`src/shared/nvmac_pkg.sv`:
```
/*
  Package for the EEPROM access controller: register offsets, control bit
  positions, programming modes, timing constants and the EEPROM port struct.
  Assumes a single 125 MHz clock shared with the CPU.
*/
package nvmac_pkg;

  // ----------------------------------------------------------------------
  // Register map (byte offsets on the strobed register port)
  // ----------------------------------------------------------------------
  localparam logic [7:0] NVM_CONTROL_OFS  = 8'h1F;
  localparam logic [7:0] NVM_DATA_OFS     = 8'h20;
  localparam logic [7:0] NVM_ADDR_LO_OFS  = 8'h21;
  localparam logic [7:0] NVM_ADDR_HI_OFS  = 8'h22;
  localparam logic [7:0] NVM_IRQ_STAT_OFS = 8'h23;
  localparam logic [7:0] NVM_IRQ_MASK_OFS = 8'h24;

  // ----------------------------------------------------------------------
  // Control register fields
  // ----------------------------------------------------------------------
  localparam int CTL_READ_STROBE  = 0;
  localparam int CTL_PROG_STROBE  = 1;
  localparam int CTL_MASTER_EN    = 2;
  localparam int CTL_READY_IRQ_EN = 3;
  localparam int CTL_MODE_LO      = 4;
  localparam int CTL_MODE_HI      = 5;

  // Interrupt status / mask fields
  localparam int IRQ_PROG_DONE = 0;
  localparam int IRQ_READ_DONE = 1;
  localparam int IRQ_REFUSED   = 2;

  // Reset values
  localparam logic [7:0] DATA_RESET = 8'h00;
  localparam logic [1:0] MODE_RESET = 2'h0;
  localparam logic [2:0] MASK_RESET = 3'h0;

  // ----------------------------------------------------------------------
  // Timing
  // ----------------------------------------------------------------------
  localparam int CLK_MHZ         = 125;
  localparam int T_ATOMIC_US     = 3400;
  localparam int T_SINGLE_US     = 1800;
  localparam int ATOMIC_CYCLES   = T_ATOMIC_US * CLK_MHZ;
  localparam int SINGLE_CYCLES   = T_SINGLE_US * CLK_MHZ;
  localparam int MASTER_EN_CYC   = 4;
  localparam int PROG_STALL_CYC  = 2;
  localparam int READ_STALL_CYC  = 4;

  // Programming modes
  typedef enum logic [1:0] {
    NVMAC_MODE_ATOMIC = 2'h0,
    NVMAC_MODE_ERASE  = 2'h1,
    NVMAC_MODE_WRITE  = 2'h2,
    NVMAC_MODE_RSVD   = 2'h3
  } nvmac_mode_e;

  // Request to the EEPROM array
  typedef struct packed {
    logic        rd;
    logic        erase;
    logic        write;
    logic [11:0] addr;
    logic [7:0]  wdata;
  } nvmac_mem_req_s;

endpackage

```
`src/hdl/nvmac_ctrl.sv`:
```
/*
  EEPROM access controller: address, data and control registers, read
  fetch, timed erase/write, unlock window, CPU stall and interrupts.
  Assumes a combinational-read EEPROM array and a synchronous CPU bus.
*/
// Decided for this implementation: the strobed register port.
`timescale 1ns/100ps
// Behaviour
// RULE_01: Twelve-bit linear address over two byte registers.
// RULE_02: Unused address-high and control top bits read zero.
// RULE_03: Data register sources writes, receives read bytes.
// RULE_04: Mode decode: atomic, erase, write, reserved timings.
// RULE_05: Mode writes ignored while programming strobe set.
// RULE_06: Reset clears mode unless programming in progress.
// RULE_07: Ready interrupt while enabled and strobe clear.
// RULE_08: Master enable clears itself four cycles later.
// RULE_09: Strobe starts programming only with master enable.
// RULE_10: Software unlock sequence timing is its duty.
// RULE_11: No programming while flash self-programming busy.
// RULE_12: Strobe clears when programming time elapses.
// RULE_13: Programming strobe stalls CPU two cycles.
// RULE_14: Read fetches immediately, stalls CPU four cycles.
// RULE_15: Busy refuses reads and address changes.
// RULE_16: Software keeps interrupts off during unlock.
// RULE_17: Software writes address before first access.
// RULE_18: Read strobe clears after data loads.
module nvmac_ctrl #(
  parameter int ATOMIC_CYC = nvmac_pkg::ATOMIC_CYCLES,
  parameter int SINGLE_CYC = nvmac_pkg::SINGLE_CYCLES
) (
  input  wire logic                     mclk,
  input  wire logic                     rst_n,
  input  wire logic [7:0]               reg_addr,
  input  wire logic [7:0]               reg_wdata,
  input  wire logic                     reg_wr,
  input  wire logic                     reg_rd,
  output logic [7:0]                    reg_rdata,
  input  wire logic                     global_irq_en,
  input  wire logic                     self_prog_busy,
  output nvmac_pkg::nvmac_mem_req_s     mem_req,
  input  wire logic [7:0]               mem_rdata,
  output logic                          cpu_stall,
  output logic                          ready_irq,
  output logic                          irq
);
  import nvmac_pkg::*;

  // Refuse counts that the 24-bit timer cannot hold
  if (ATOMIC_CYC < 2 || SINGLE_CYC < 2 || ATOMIC_CYC >= (1 << 24) || SINGLE_CYC >= (1 << 24))
  begin : g_bad_cycles
    $error("nvmac_ctrl: programming cycle counts out of range");
  end

  // ----------------------------------------------------------------------
  // Programming state
  // ----------------------------------------------------------------------
  typedef enum {NVMAC_IDLE, NVMAC_PROG} nvmac_state_e;

  nvmac_state_e   state_q, state_d;
  logic [23:0]    timer_q, timer_d;
  logic [11:0]    addr_q, addr_d;
  logic [7:0]     data_q, data_d;
  logic [1:0]     mode_q, mode_d;
  logic           rie_q, rie_d;
  logic           mpe_q, mpe_d;
  logic [2:0]     mpe_cnt_q, mpe_cnt_d;
  logic           pe_q, pe_d;
  logic [2:0]     stall_q, stall_d;
  logic [2:0]     stat_q, stat_d;
  logic [2:0]     mask_q, mask_d;
  logic [7:0]     rdata_q, rdata_d;
  logic           rd_pulse_q, rd_pulse_d;
  logic           erase_q, erase_d, write_q, write_d;

  logic wr_ctl, wr_data, wr_alo, wr_ahi, wr_stat, wr_mask;
  logic set_pe, set_re, start_prog, do_read, refuse, done;

  // Programming time for a mode, in cycles
  function automatic logic [23:0] prog_time(input logic [1:0] m);
    unique case (nvmac_mode_e'(m))
      NVMAC_MODE_ATOMIC: prog_time = 24'(ATOMIC_CYC);               // RULE_04
      NVMAC_MODE_ERASE,
      NVMAC_MODE_WRITE:  prog_time = 24'(SINGLE_CYC);               // RULE_04
      NVMAC_MODE_RSVD:   prog_time = 24'h000000;
    endcase
  endfunction

  // Register write decode
  always_comb
  begin
    wr_ctl  = reg_wr && reg_addr == NVM_CONTROL_OFS;
    wr_data = reg_wr && reg_addr == NVM_DATA_OFS;
    wr_alo  = reg_wr && reg_addr == NVM_ADDR_LO_OFS;
    wr_ahi  = reg_wr && reg_addr == NVM_ADDR_HI_OFS;
    wr_stat = reg_wr && reg_addr == NVM_IRQ_STAT_OFS;
    wr_mask = reg_wr && reg_addr == NVM_IRQ_MASK_OFS;
    set_pe  = wr_ctl && reg_wdata[CTL_PROG_STROBE];
    set_re  = wr_ctl && reg_wdata[CTL_READ_STROBE];
    // Start only inside the unlock window, idle, flash not busy, legal mode
    start_prog = set_pe && mpe_q && !pe_q && !self_prog_busy        // RULE_09 RULE_11
                 && mode_q != NVMAC_MODE_RSVD;
    do_read    = set_re && !pe_q && !set_pe;                         // RULE_15
    refuse     = (set_re && pe_q) || (set_pe && mpe_q && self_prog_busy);
    done       = state_q == NVMAC_PROG && timer_q == 24'h000001;
  end

  // Next-state logic for registers and programming sequencer
  always_comb
  begin
    state_d    = state_q;
    timer_d    = timer_q;
    addr_d     = addr_q;
    data_d     = data_q;
    mode_d     = mode_q;
    rie_d      = rie_q;
    mpe_d      = mpe_q;
    mpe_cnt_d  = mpe_cnt_q;
    pe_d       = pe_q;
    stall_d    = (stall_q != 3'h0) ? stall_q - 3'h1 : 3'h0;
    stat_d     = stat_q;
    mask_d     = mask_q;
    rd_pulse_d = do_read;
    erase_d    = 1'b0;
    write_d    = 1'b0;
    // Address frozen while programming
    if (!pe_q)                                                      // RULE_15
    begin
      if (wr_alo)
        addr_d[7:0] = reg_wdata;                                    // RULE_01
      if (wr_ahi)
        addr_d[11:8] = reg_wdata[3:0];                              // RULE_01
    end
    if (wr_data)
      data_d = reg_wdata;
    if (do_read)
    begin
      data_d  = mem_rdata;                                          // RULE_03 RULE_14
      stall_d = 3'(READ_STALL_CYC);                                 // RULE_14
    end
    if (wr_ctl)
    begin
      rie_d = reg_wdata[CTL_READY_IRQ_EN];
      if (!pe_q)
        mode_d = reg_wdata[CTL_MODE_HI:CTL_MODE_LO];                // RULE_05
      if (reg_wdata[CTL_MASTER_EN] && !reg_wdata[CTL_PROG_STROBE])
      begin
        mpe_d     = 1'b1;
        mpe_cnt_d = 3'(MASTER_EN_CYC);
      end
    end
    // Unlock window countdown
    if (mpe_q && !(wr_ctl && reg_wdata[CTL_MASTER_EN] && !reg_wdata[CTL_PROG_STROBE]))
    begin
      mpe_cnt_d = mpe_cnt_q - 3'h1;
      if (mpe_cnt_q == 3'h1)
        mpe_d = 1'b0;                                               // RULE_08
    end
    // Never shorten a longer stall still running from a read
    if (set_pe && stall_d < 3'(PROG_STALL_CYC))
      stall_d = 3'(PROG_STALL_CYC);                                 // RULE_13
    unique case (state_q)
      NVMAC_IDLE:
        if (start_prog)
        begin
          state_d = NVMAC_PROG;
          pe_d    = 1'b1;
          timer_d = prog_time(mode_q);                              // RULE_04
          erase_d = mode_q != NVMAC_MODE_WRITE;
          write_d = mode_q != NVMAC_MODE_ERASE;
        end
      NVMAC_PROG:
      begin
        timer_d = timer_q - 24'h000001;
        if (done)
        begin
          state_d = NVMAC_IDLE;
          pe_d    = 1'b0;                                           // RULE_12
        end
      end
    endcase
    // Sticky status, set wins over write-one-clear
    if (wr_stat)
      stat_d = stat_q & ~reg_wdata[2:0];
    if (done)
      stat_d[IRQ_PROG_DONE] = 1'b1;
    if (rd_pulse_q)
      stat_d[IRQ_READ_DONE] = 1'b1;
    if (refuse)
      stat_d[IRQ_REFUSED] = 1'b1;
    if (wr_mask)
      mask_d = reg_wdata[2:0];
  end

  // Register read mux, data one cycle after strobe
  always_comb
  begin
    rdata_d = 8'h00;
    if (reg_rd)
    begin
      unique case (reg_addr)
        NVM_CONTROL_OFS:  rdata_d = {2'b00, mode_q, rie_q, mpe_q, pe_q, 1'b0}; // RULE_02 RULE_18
        NVM_DATA_OFS:     rdata_d = data_q;
        NVM_ADDR_LO_OFS:  rdata_d = addr_q[7:0];
        NVM_ADDR_HI_OFS:  rdata_d = {4'h0, addr_q[11:8]};                    // RULE_02
        NVM_IRQ_STAT_OFS: rdata_d = {5'h00, stat_q};
        NVM_IRQ_MASK_OFS: rdata_d = {5'h00, mask_q};
        default:          rdata_d = 8'h00;
      endcase
    end
  end

  // Registers; mode survives reset while programming is in progress
  always_ff @(posedge mclk)
  begin
    if (!rst_n)
    begin
      state_q    <= NVMAC_IDLE;
      timer_q    <= 24'h000000;
      addr_q     <= 12'h000;
      data_q     <= DATA_RESET;
      rie_q      <= 1'b0;
      mpe_q      <= 1'b0;
      mpe_cnt_q  <= 3'h0;
      pe_q       <= 1'b0;
      stall_q    <= 3'h0;
      stat_q     <= 3'h0;
      mask_q     <= MASK_RESET;
      rdata_q    <= 8'h00;
      rd_pulse_q <= 1'b0;
      erase_q    <= 1'b0;
      write_q    <= 1'b0;
      if (!pe_q)
        mode_q <= MODE_RESET;                                       // RULE_06
    end
    else
    begin
      state_q    <= state_d;
      timer_q    <= timer_d;
      addr_q     <= addr_d;
      data_q     <= data_d;
      mode_q     <= mode_d;
      rie_q      <= rie_d;
      mpe_q      <= mpe_d;
      mpe_cnt_q  <= mpe_cnt_d;
      pe_q       <= pe_d;
      stall_q    <= stall_d;
      stat_q     <= stat_d;
      mask_q     <= mask_d;
      rdata_q    <= rdata_d;
      rd_pulse_q <= rd_pulse_d;
      erase_q    <= erase_d;
      write_q    <= write_d;
    end
  end

  // Outputs
  always_comb
  begin
    reg_rdata     = rdata_q;
    mem_req.rd    = do_read;
    mem_req.erase = erase_q;
    mem_req.write = write_q;
    mem_req.addr  = addr_q;
    mem_req.wdata = data_q;                                         // RULE_03
    cpu_stall     = stall_q != 3'h0;
    ready_irq     = rie_q && global_irq_en && !pe_q;                // RULE_07
    irq           = |(stat_q & mask_q);
  end

  // ----------------------------------------------------------------------
  // Assertions
  // ----------------------------------------------------------------------
  property p_master_en_timeout; // RULE_08
    @(posedge mclk) disable iff (!rst_n)
      $rose(mpe_q) ##0 (!(wr_ctl && reg_wdata[CTL_MASTER_EN] && !reg_wdata[CTL_PROG_STROBE])) [*4]
        |=> !mpe_q;
  endproperty
  a_master_en_timeout: assert property (p_master_en_timeout) // RULE_08
    else $error("master enable did not clear after four cycles");

  property p_no_start_without_mpe; // RULE_09
    @(posedge mclk) disable iff (!rst_n)
      set_pe && !mpe_q && !pe_q |=> !pe_q;
  endproperty
  a_no_start_without_mpe: assert property (p_no_start_without_mpe) // RULE_09
    else $error("programming started without master enable");

  property p_no_start_flash_busy; // RULE_11
    @(posedge mclk) disable iff (!rst_n)
      self_prog_busy && !pe_q |=> !pe_q;
  endproperty
  a_no_start_flash_busy: assert property (p_no_start_flash_busy) // RULE_11
    else $error("programming started during flash programming");

  property p_mode_locked; // RULE_05
    @(posedge mclk) disable iff (!rst_n)
      pe_q && pe_d |=> $stable(mode_q);
  endproperty
  a_mode_locked: assert property (p_mode_locked) // RULE_05
    else $error("mode changed while programming");

  property p_addr_locked; // RULE_15
    @(posedge mclk) disable iff (!rst_n)
      pe_q |=> $stable(addr_q);
  endproperty
  a_addr_locked: assert property (p_addr_locked) // RULE_15
    else $error("address changed while programming");

  property p_read_fetch; // RULE_14
    @(posedge mclk) disable iff (!rst_n)
      do_read |=> (data_q == $past(mem_rdata)) ##0 cpu_stall [*4];
  endproperty
  a_read_fetch: assert property (p_read_fetch) // RULE_14
    else $error("read did not load data or stall four cycles");

  property p_prog_stall; // RULE_13
    @(posedge mclk) disable iff (!rst_n)
      set_pe && !set_re |=> cpu_stall [*2];
  endproperty
  a_prog_stall: assert property (p_prog_stall) // RULE_13
    else $error("programming strobe did not stall two cycles");

  property p_ready_irq; // RULE_07
    @(posedge mclk) disable iff (!rst_n)
      ready_irq |-> rie_q && global_irq_en && !pe_q;
  endproperty
  a_ready_irq: assert property (p_ready_irq) // RULE_07
    else $error("ready interrupt wrong");

  property p_strobe_clears; // RULE_12
    @(posedge mclk) disable iff (!rst_n)
      done |=> !pe_q && stat_q[IRQ_PROG_DONE];
  endproperty
  a_strobe_clears: assert property (p_strobe_clears) // RULE_12
    else $error("strobe not cleared at end of programming");

  property p_read_stall_end; // RULE_14
    @(posedge mclk) disable iff (!rst_n)
      do_read ##1 (!set_pe && !do_read) [*4] |=> !cpu_stall;
  endproperty
  a_read_stall_end: assert property (p_read_stall_end) // RULE_14
    else $error("read stall lasted beyond four cycles");

  property p_mode_reset_clear; // RULE_06
    @(posedge mclk)
      !rst_n && !pe_q |=> mode_q == MODE_RESET;
  endproperty
  a_mode_reset_clear: assert property (p_mode_reset_clear) // RULE_06
    else $error("mode not cleared by reset while idle");

  property p_mode_reset_keep; // RULE_06
    @(posedge mclk)
      !rst_n && pe_q |=> $stable(mode_q);
  endproperty
  a_mode_reset_keep: assert property (p_mode_reset_keep) // RULE_06
    else $error("mode lost by reset during programming");

  property p_ctl_read_zero; // RULE_02 RULE_18
    @(posedge mclk) disable iff (!rst_n)
      reg_rd && reg_addr == NVM_CONTROL_OFS
        |=> reg_rdata[7:6] == 2'b00 && !reg_rdata[CTL_READ_STROBE];
  endproperty
  a_ctl_read_zero: assert property (p_ctl_read_zero) // RULE_02 RULE_18
    else $error("control readback shows nonzero reserved or read bits");

  property p_atomic_start; // RULE_04
    @(posedge mclk) disable iff (!rst_n)
      start_prog && mode_q == NVMAC_MODE_ATOMIC
        |=> pe_q && mem_req.erase && mem_req.write && timer_q == 24'(ATOMIC_CYC);
  endproperty
  a_atomic_start: assert property (p_atomic_start) // RULE_04
    else $error("atomic programming did not start as erase plus write");

  property p_read_refused; // RULE_15
    @(posedge mclk) disable iff (!rst_n)
      set_re && pe_q |-> !mem_req.rd ##1 stat_q[IRQ_REFUSED];
  endproperty
  a_read_refused: assert property (p_read_refused) // RULE_15
    else $error("read during programming was not refused");

endmodule // nvmac_ctrl

```
`config.mk`:
```
export PLATFORM = sky130hd
export DESIGN_NAME = nvmac_ctrl
export DESIGN_NICKNAME = d
export VERILOG_FILES = /design/src/shared/nvmac_pkg.sv /design/src/hdl/nvmac_ctrl.sv
export SDC_FILE = /design/constraint.sdc
export NUM_CORES = 1
export LEC_CHECK = 0
export ABC_AREA = 0
export ABC_CLOCK_PERIOD_IN_PS = 1800
export BUFFER_PORTS_ARGS = -buffer_cell sky130_fd_sc_hd__buf_2
export CAP_MARGIN = 10
export CORE_MARGIN = 5
export CORE_UTILIZATION = 50
export CTS_CLUSTER_DIAMETER = 50
export DETAILED_ROUTE_END_ITERATION = 7
export GPL_ROUTABILITY_DRIVEN = 0
export GPL_TIMING_DRIVEN = 0
export PLACE_DENSITY_LB_ADDON = 0.25
export REMOVE_ABC_BUFFERS = 1
export SLEW_MARGIN = 15
export SYNTH_ARGS = -nofsm -noshare
export SYNTH_HDL_FRONTEND = slang
export SYNTH_SLANG_ARGS = --single-unit
```
`constraint.sdc`:
```
create_clock -name mclk -period 1.8 [get_ports mclk]
set_input_delay 0.27 -clock mclk [delete_from_list [all_inputs] [get_ports mclk]]
set_output_delay 0.27 -clock mclk [all_outputs]
set_load 0.01 [all_outputs]
```
## Yosys cells after proc, flatten, opt, wreduce, memory -nomap -nowiden

Cells that the tools add are included.
W data, S select, Z words.

- Register bits after elaboration: 104
- Bits in latches: 0
- Memory bits (writable): 0
- Bits in read-only memories: 0
- Output and inout port bits: 34
- Memories: 0

- Add/sub/neg operators: 3
- Multipliers: 0
- Div/mod/pow operators: 0
- Magnitude comparators: 1
- Equal/unequal tests: 21
- Shifts and indexed selects: 0
- Multiplexer cells: 30
- Bitwise gates (word level): 5
- Reductions and logical operators: 49

Operator list:

| kind | number |
|---|---|
| $pmux W24 S3 | 1 |
| $mux W32 | 2 |
| $pmux W32 S2 | 1 |
| $pmux W24 S2 | 1 |
| $pmux W8 S6 | 1 |
| $eq A8 B6 Y1 const B | 5 |
| $eq A32 B1 Y1 const B | 1 |
| $eq A32 B2 Y1 const B | 1 |
| $logic_not A32 Y1 | 1 |
| $eq A24 B1 Y1 const B | 1 |
| $logic_and A1 B1 Y1 | 24 |
| $mux W24 | 1 |
| $sub A24 B1 Y24 const B | 1 |
| $mux W3 | 6 |
| $mux W8 | 2 |
| $ne A2 B2 Y1 const B | 6 |
| $reduce_bool A2 Y1 | 6 |
| $mux W2 | 5 |
| $reduce_and A2 Y1 | 5 |
| $mux W1 | 9 |
| $eq A8 B5 Y1 const B | 1 |
| $and A3 B3 Y3 | 2 |
| $reduce_and A3 Y1 | 2 |
| $sub A3 B1 Y3 const B | 2 |
| other kinds (14) | 22 |

## Depth between registers and ports, before layout

- Word-level depth: 9
- Depth in mapped cells: 6

## Worst setup path before layout

Ideal clock, no wire load.

- Path type: flip-flop to flip-flop
- From: register timer_q[14]
- To: register state_q[0]
- Arrival: 1.856 ns
- Required time: 1.685 ns
- Path slack: -0.171 ns
- Cell stages (with the launch flop): 6
- Buffers on the path: 1
- Clock period less this slack: 1.971 ns
- Path through: dfxtp_1 or3_1 buf_6 or4_4 or3_1 and3_1

- Word-level cells in the longest chain between the ends: 4

Ends and longest elaborated chain:

| item | line | text |
|---|---|---|
| start, declared | nvmac_ctrl.sv:60 | `logic [23:0] timer_q, timer_d;` |
| start signal, assigned | nvmac_ctrl.sv:238 | `timer_q <= timer_d;` |
| $eq A24 B1 Y1 | nvmac_ctrl.sv:104 | `done = state_q == NVMAC_PROG && timer_q == 24'h000001;` |
| $logic_and A1 B1 Y1 | nvmac_ctrl.sv:104 |  |
| $ne A2 B2 Y1 (no line) | n/a |  |
| $reduce_and A2 Y1 (no line) | n/a |  |
| end signal, assigned | nvmac_ctrl.sv:237 | `state_q <= state_d;` |
| end, declared | nvmac_ctrl.sv:59 | `nvmac_state_e state_q, state_d;` |

Every way passes these cells.
A chain may end at the register's enable or synchronous reset.

## Worst setup path in the final report

- From: register mode_q[1]
- To: register timer_q[7]

- Word-level cells in the longest chain between the ends: 5

Ends and longest elaborated chain:

| item | line | text |
|---|---|---|
| start, declared | nvmac_ctrl.sv:63 | `logic [1:0] mode_q, mode_d;` |
| start signal, assigned | nvmac_ctrl.sv:241 | `mode_q <= mode_d;` |
| $eq A2 B1 Y1 or $eq A2 B2 Y1 (tied branches) | nvmac_ctrl.sv:80 | `unique case (nvmac_mode_e'(m))` |
| $reduce_or A2 Y1 | nvmac_ctrl.sv:80 |  |
| $pmux W24 S3 | nvmac_ctrl.sv:80 |  |
| $mux W24 | nvmac_ctrl.sv:163 | `if (start_prog)` |
| $pmux W24 S2 | nvmac_ctrl.sv:161 | `unique case (state_q)` |

Parallel ways exist; a longest one is shown, timed or not. The select of a mux whose other input is x is not followed.

==> results.py <==
metrics = {
    "yosys": {
        "synth_xor_area_share_pct": 1.678,
        "synth_top_area_share_pct": 38.36,
        "syn_area_per_cell_um2": 9.021,
        "synth.most_common_cell": "dfxtp_1",
        "ys_warn_count": 0,
        "synth_compound_area_share_pct": 16.03,
        "synth-simple-area-share_pct": 24.79,
        "syn_inst": 405,
        "synthMuxAreaShare_pct": 9.795,
        "yosysTopAreaCell": "dfxtp_1",
        "synthAdderAreaFrac_pct": 2.740,
        "synth_top_family_by_area": "simple AND/OR/NAND/NOR gates",
        "netlist_area_mm2": 0.003654,
        "synth_common_cells": "dfxtp_1, nor2_1, mux2i_1",
        "synth.area.top_cells": "dfxtp_1, mux2i_1, a21oi_1",
        "synthArstFlopShare_pct": 0,
        "synth_cell_types": 70,
        "yosysSeqAreaShare_pct": 40.00,
        "ys_ff_latch": 72,
        "synth-main-ff-cell": "dfxtp_1",
        "synth-edff-count": 2,
    },
    "critical_path": {
        "criticalPathCategory": "flop to flop",
        "critPathMaxFanout": 4,
        "critPathTopFamily": "simple AND/OR/NAND/NOR gates",
        "crit_arrival_ns": 2.12,
        "r2r_slack_ns": -0.07,
        "slowest_delay_ns": 0.44,
        "crit_slowest_cell": "edfxtp_1",
        "crit_chain": "ha_4 > nor4bb_4 > nand4_1 > and3_1 > o31a_1",
        "ff2ff_path_depth": 5,
        "reg2reg_from": "mode_q[1]",
        "setup.worst_path.end_class": "flop",
        "critPathBufInv": 0,
        "r2r-end": "timer_q[7]",
        "cp-start-kind": "flop",
        "required_ns": 2.05,
    },
    "cells_and_area": {
        "final_cells": 591,
        "seq_area_mm2": 0.001474,
        "multi_input_area_mm2": 0.002328,
        "antenna_cells": 0,
        "drive_above_1_share_pct": 34.76,
        "area_delta_synth_final_pct": 31.47,
        "final.fill_count": 562,
        "nNetsFinal": 525,
    },
    "clock_tree": {
        "cts_buffer_depth": 2,
        "htree_levels": 3,
        "cts_root_buffer": "clkbuf_8",
        "clock-sinks": 72,
        "tritoncts": "yes",
        "clk_latency_ns": 0.35,
        "clkSlewWorstSetupHoldPaths_ns": 0.08,
        "cts_buffers": 9,
    },
    "worst_hold_path": {
        "hp-start": "reg_wdata[6]",
        "whs_endpoint": "addr_q[6]",
        "hold_path_class": "input pin to flop",
        "hold_path_depth": 3,
    },
    "global_route": {
        "antenna_found_initial": 0,
        "grt_pass1_wl_um": 16510,
        "grt_max_degree": 44,
        "grt-ovfl-total": 0,
        "grt_pass1_vias": 3414,
        "grt_util_all_layers_pct": 23.55,
    },
    "die": {
        "initial_core_util_pct": 50.92,
        "fp.dieW_um": 95.48,
        "dieArea_mm2": 0.009116,
        "io_pins": 64,
        "rows": 31,
        "core-area_mm2": 0.007176,
        "dieHeight_um": 95.48,
    },
    "placed_design": {
        "portBuffers": 63,
        "dp_slack_ns": -0.9603,
        "place_hpwl_um": 6505,
        "numPlacedInstances": 541,
    },
    "run_status": {
        "status": "complete, but fails checks",
        "violations": "setup timing",
    },
    "timing": {
        "tns_ns": -0.1731,
        "rsz0062_at_grt": "yes",
        "setup_slack_ns": -0.06905,
        "finalSetupViolCount": 8,
        "hold_viol": 0,
        "finalCriticalPeriod_ns": 1.869,
        "finClkSkew_ns": 0.009009,
        "period_share_pct": 103.8,
        "worstMarginPinSlew_ns": 0.8738,
        "slew_headroom_pct": 41.75,
        "finalMaxSlewViolations": 0,
        "fin_hold_ws_ns": 0.1672,
        "max_freq_mhz": 535.0,
    },
    "power_and_ir_drop": {
        "power.leakage_nw": 2.152,
        "ir_drop_v": 0.0005337,
        "power_density_mw_per_mm2": 672.9,
        "power_mw": 3.232,
    },
    "route": {
        "wl_per_cell_um": 18.15,
        "drtPass1Iterations": 5,
        "first_iter_violations": 238,
        "avgViaCountPerCell": 6.056,
        "vias": 3579,
        "wirelength_um": 10730,
        "final_antenna_net_count": 0,
        "drc": 0,
    },
    "job": {
        "drv_cap": 0,
    },
}
==> how the worst max path moves through the flow <==
stage               startpoint         end  depth (start not counted)
floorplan           state_q[0]  timer_q[7]                          4
global placement         rst_n     write_q                          4
detailed placement       rst_n     erase_q                          4
CTS                  mode_q[1]  timer_q[7]                          5
global route         mode_q[1]  timer_q[7]                          5
finish               mode_q[1]  timer_q[7]                          5
==> layout make-up <==
class,instances,share of cell area [%]
inverters,16,1.433
multi-input cells,292,48.48
flip-flops and latches,72,30.68
clock inverters,6,1.928
well taps,99,2.579
clock buffers,10,2.657
repair buffers,96,12.24
==> report_power, final <==
group          total, mW  leakage [nW]  internal [mW]  switching [mW]
clock               1.43         0.103          0.788           0.646
combinational      0.192          1.46         0.0693           0.123
sequential          1.61         0.587           1.60         0.00455
total               3.23          2.15           2.46           0.774
==> per-stage QoR <==
stage	area, µm²	utilization, %
2_1_floorplan	3532	-
3_3_place_gp	3971	55.34
3_5_place_dp	3971	55.34
4_1_cts	4549	63.40
5_1_grt	4803	66.94
6_report	4803	66.94
==> cells in the final DEF (no fill, tap or decap), types with 5 or more instances in the layout <==
master,synthesis,final
nor2_1,33,29
or3_1,9,5
nand2b_1,5,5
and3_1,5,5
buf_2,3,62
dfxtp_1,70,62
nand2_1,24,24
dfxtp_2,0,7
inv_1,15,14
o21ai_0,16,13
a21oi_1,25,24
ha_1,8,6
buf_4,3,27
nor3_1,10,8
clkbuf_8,0,9
nand3_1,11,9
buf_6,1,6
and2_1,5,5
nand4_1,9,9
mux2i_1,29,29
==> tightest hold or removal path, cell delays in order <==
cell and delay, ns:
buf_2 0.09, mux2i_1 0.06, nor2_1 0.07
==> registers in the layout (all words and copies together) (netlist names), 2 cells and up <==
signal,flops
addr_q,12
timer_q,24
mask_q,3
mpe_cnt_q,3
mode_q,2
reg_rdata,8
data_q,8
stat_q,3
stall_q,3
==> kinds of logic (layout without fill, tap and decap cells) <==
family,after synthesis,after routing
AO/OA/AOI/OAI,88,88
XOR/XNOR,7,7
adder cells (fa/ha/maj),8,8
buffers and inverters,42,128
flip-flops,72,72
multiplexers,33,33
AND/OR/NAND/NOR,155,156
==> layer usage <==
| layer | part of all wire, % | global-route usage (%) |
|---|---|---|
| met5 | 0 | 0 |
| met4 | 3.0 | 11.26 |
| met3 | 6.6 | 5.367 |
| met2 | 49 | 40.47 |
| met1 | 41 | 27.61 |
==> repair_timing <==
action,CTS,global route
buffers inserted,24,10
hold endpoints to repair,0,0
cloned,0,1
endpoints found under the setup margin,57,33
resized for setup,36,38
hold buffers,0,0
pin swaps,17,18
Power figures use the tool's default switching activity.
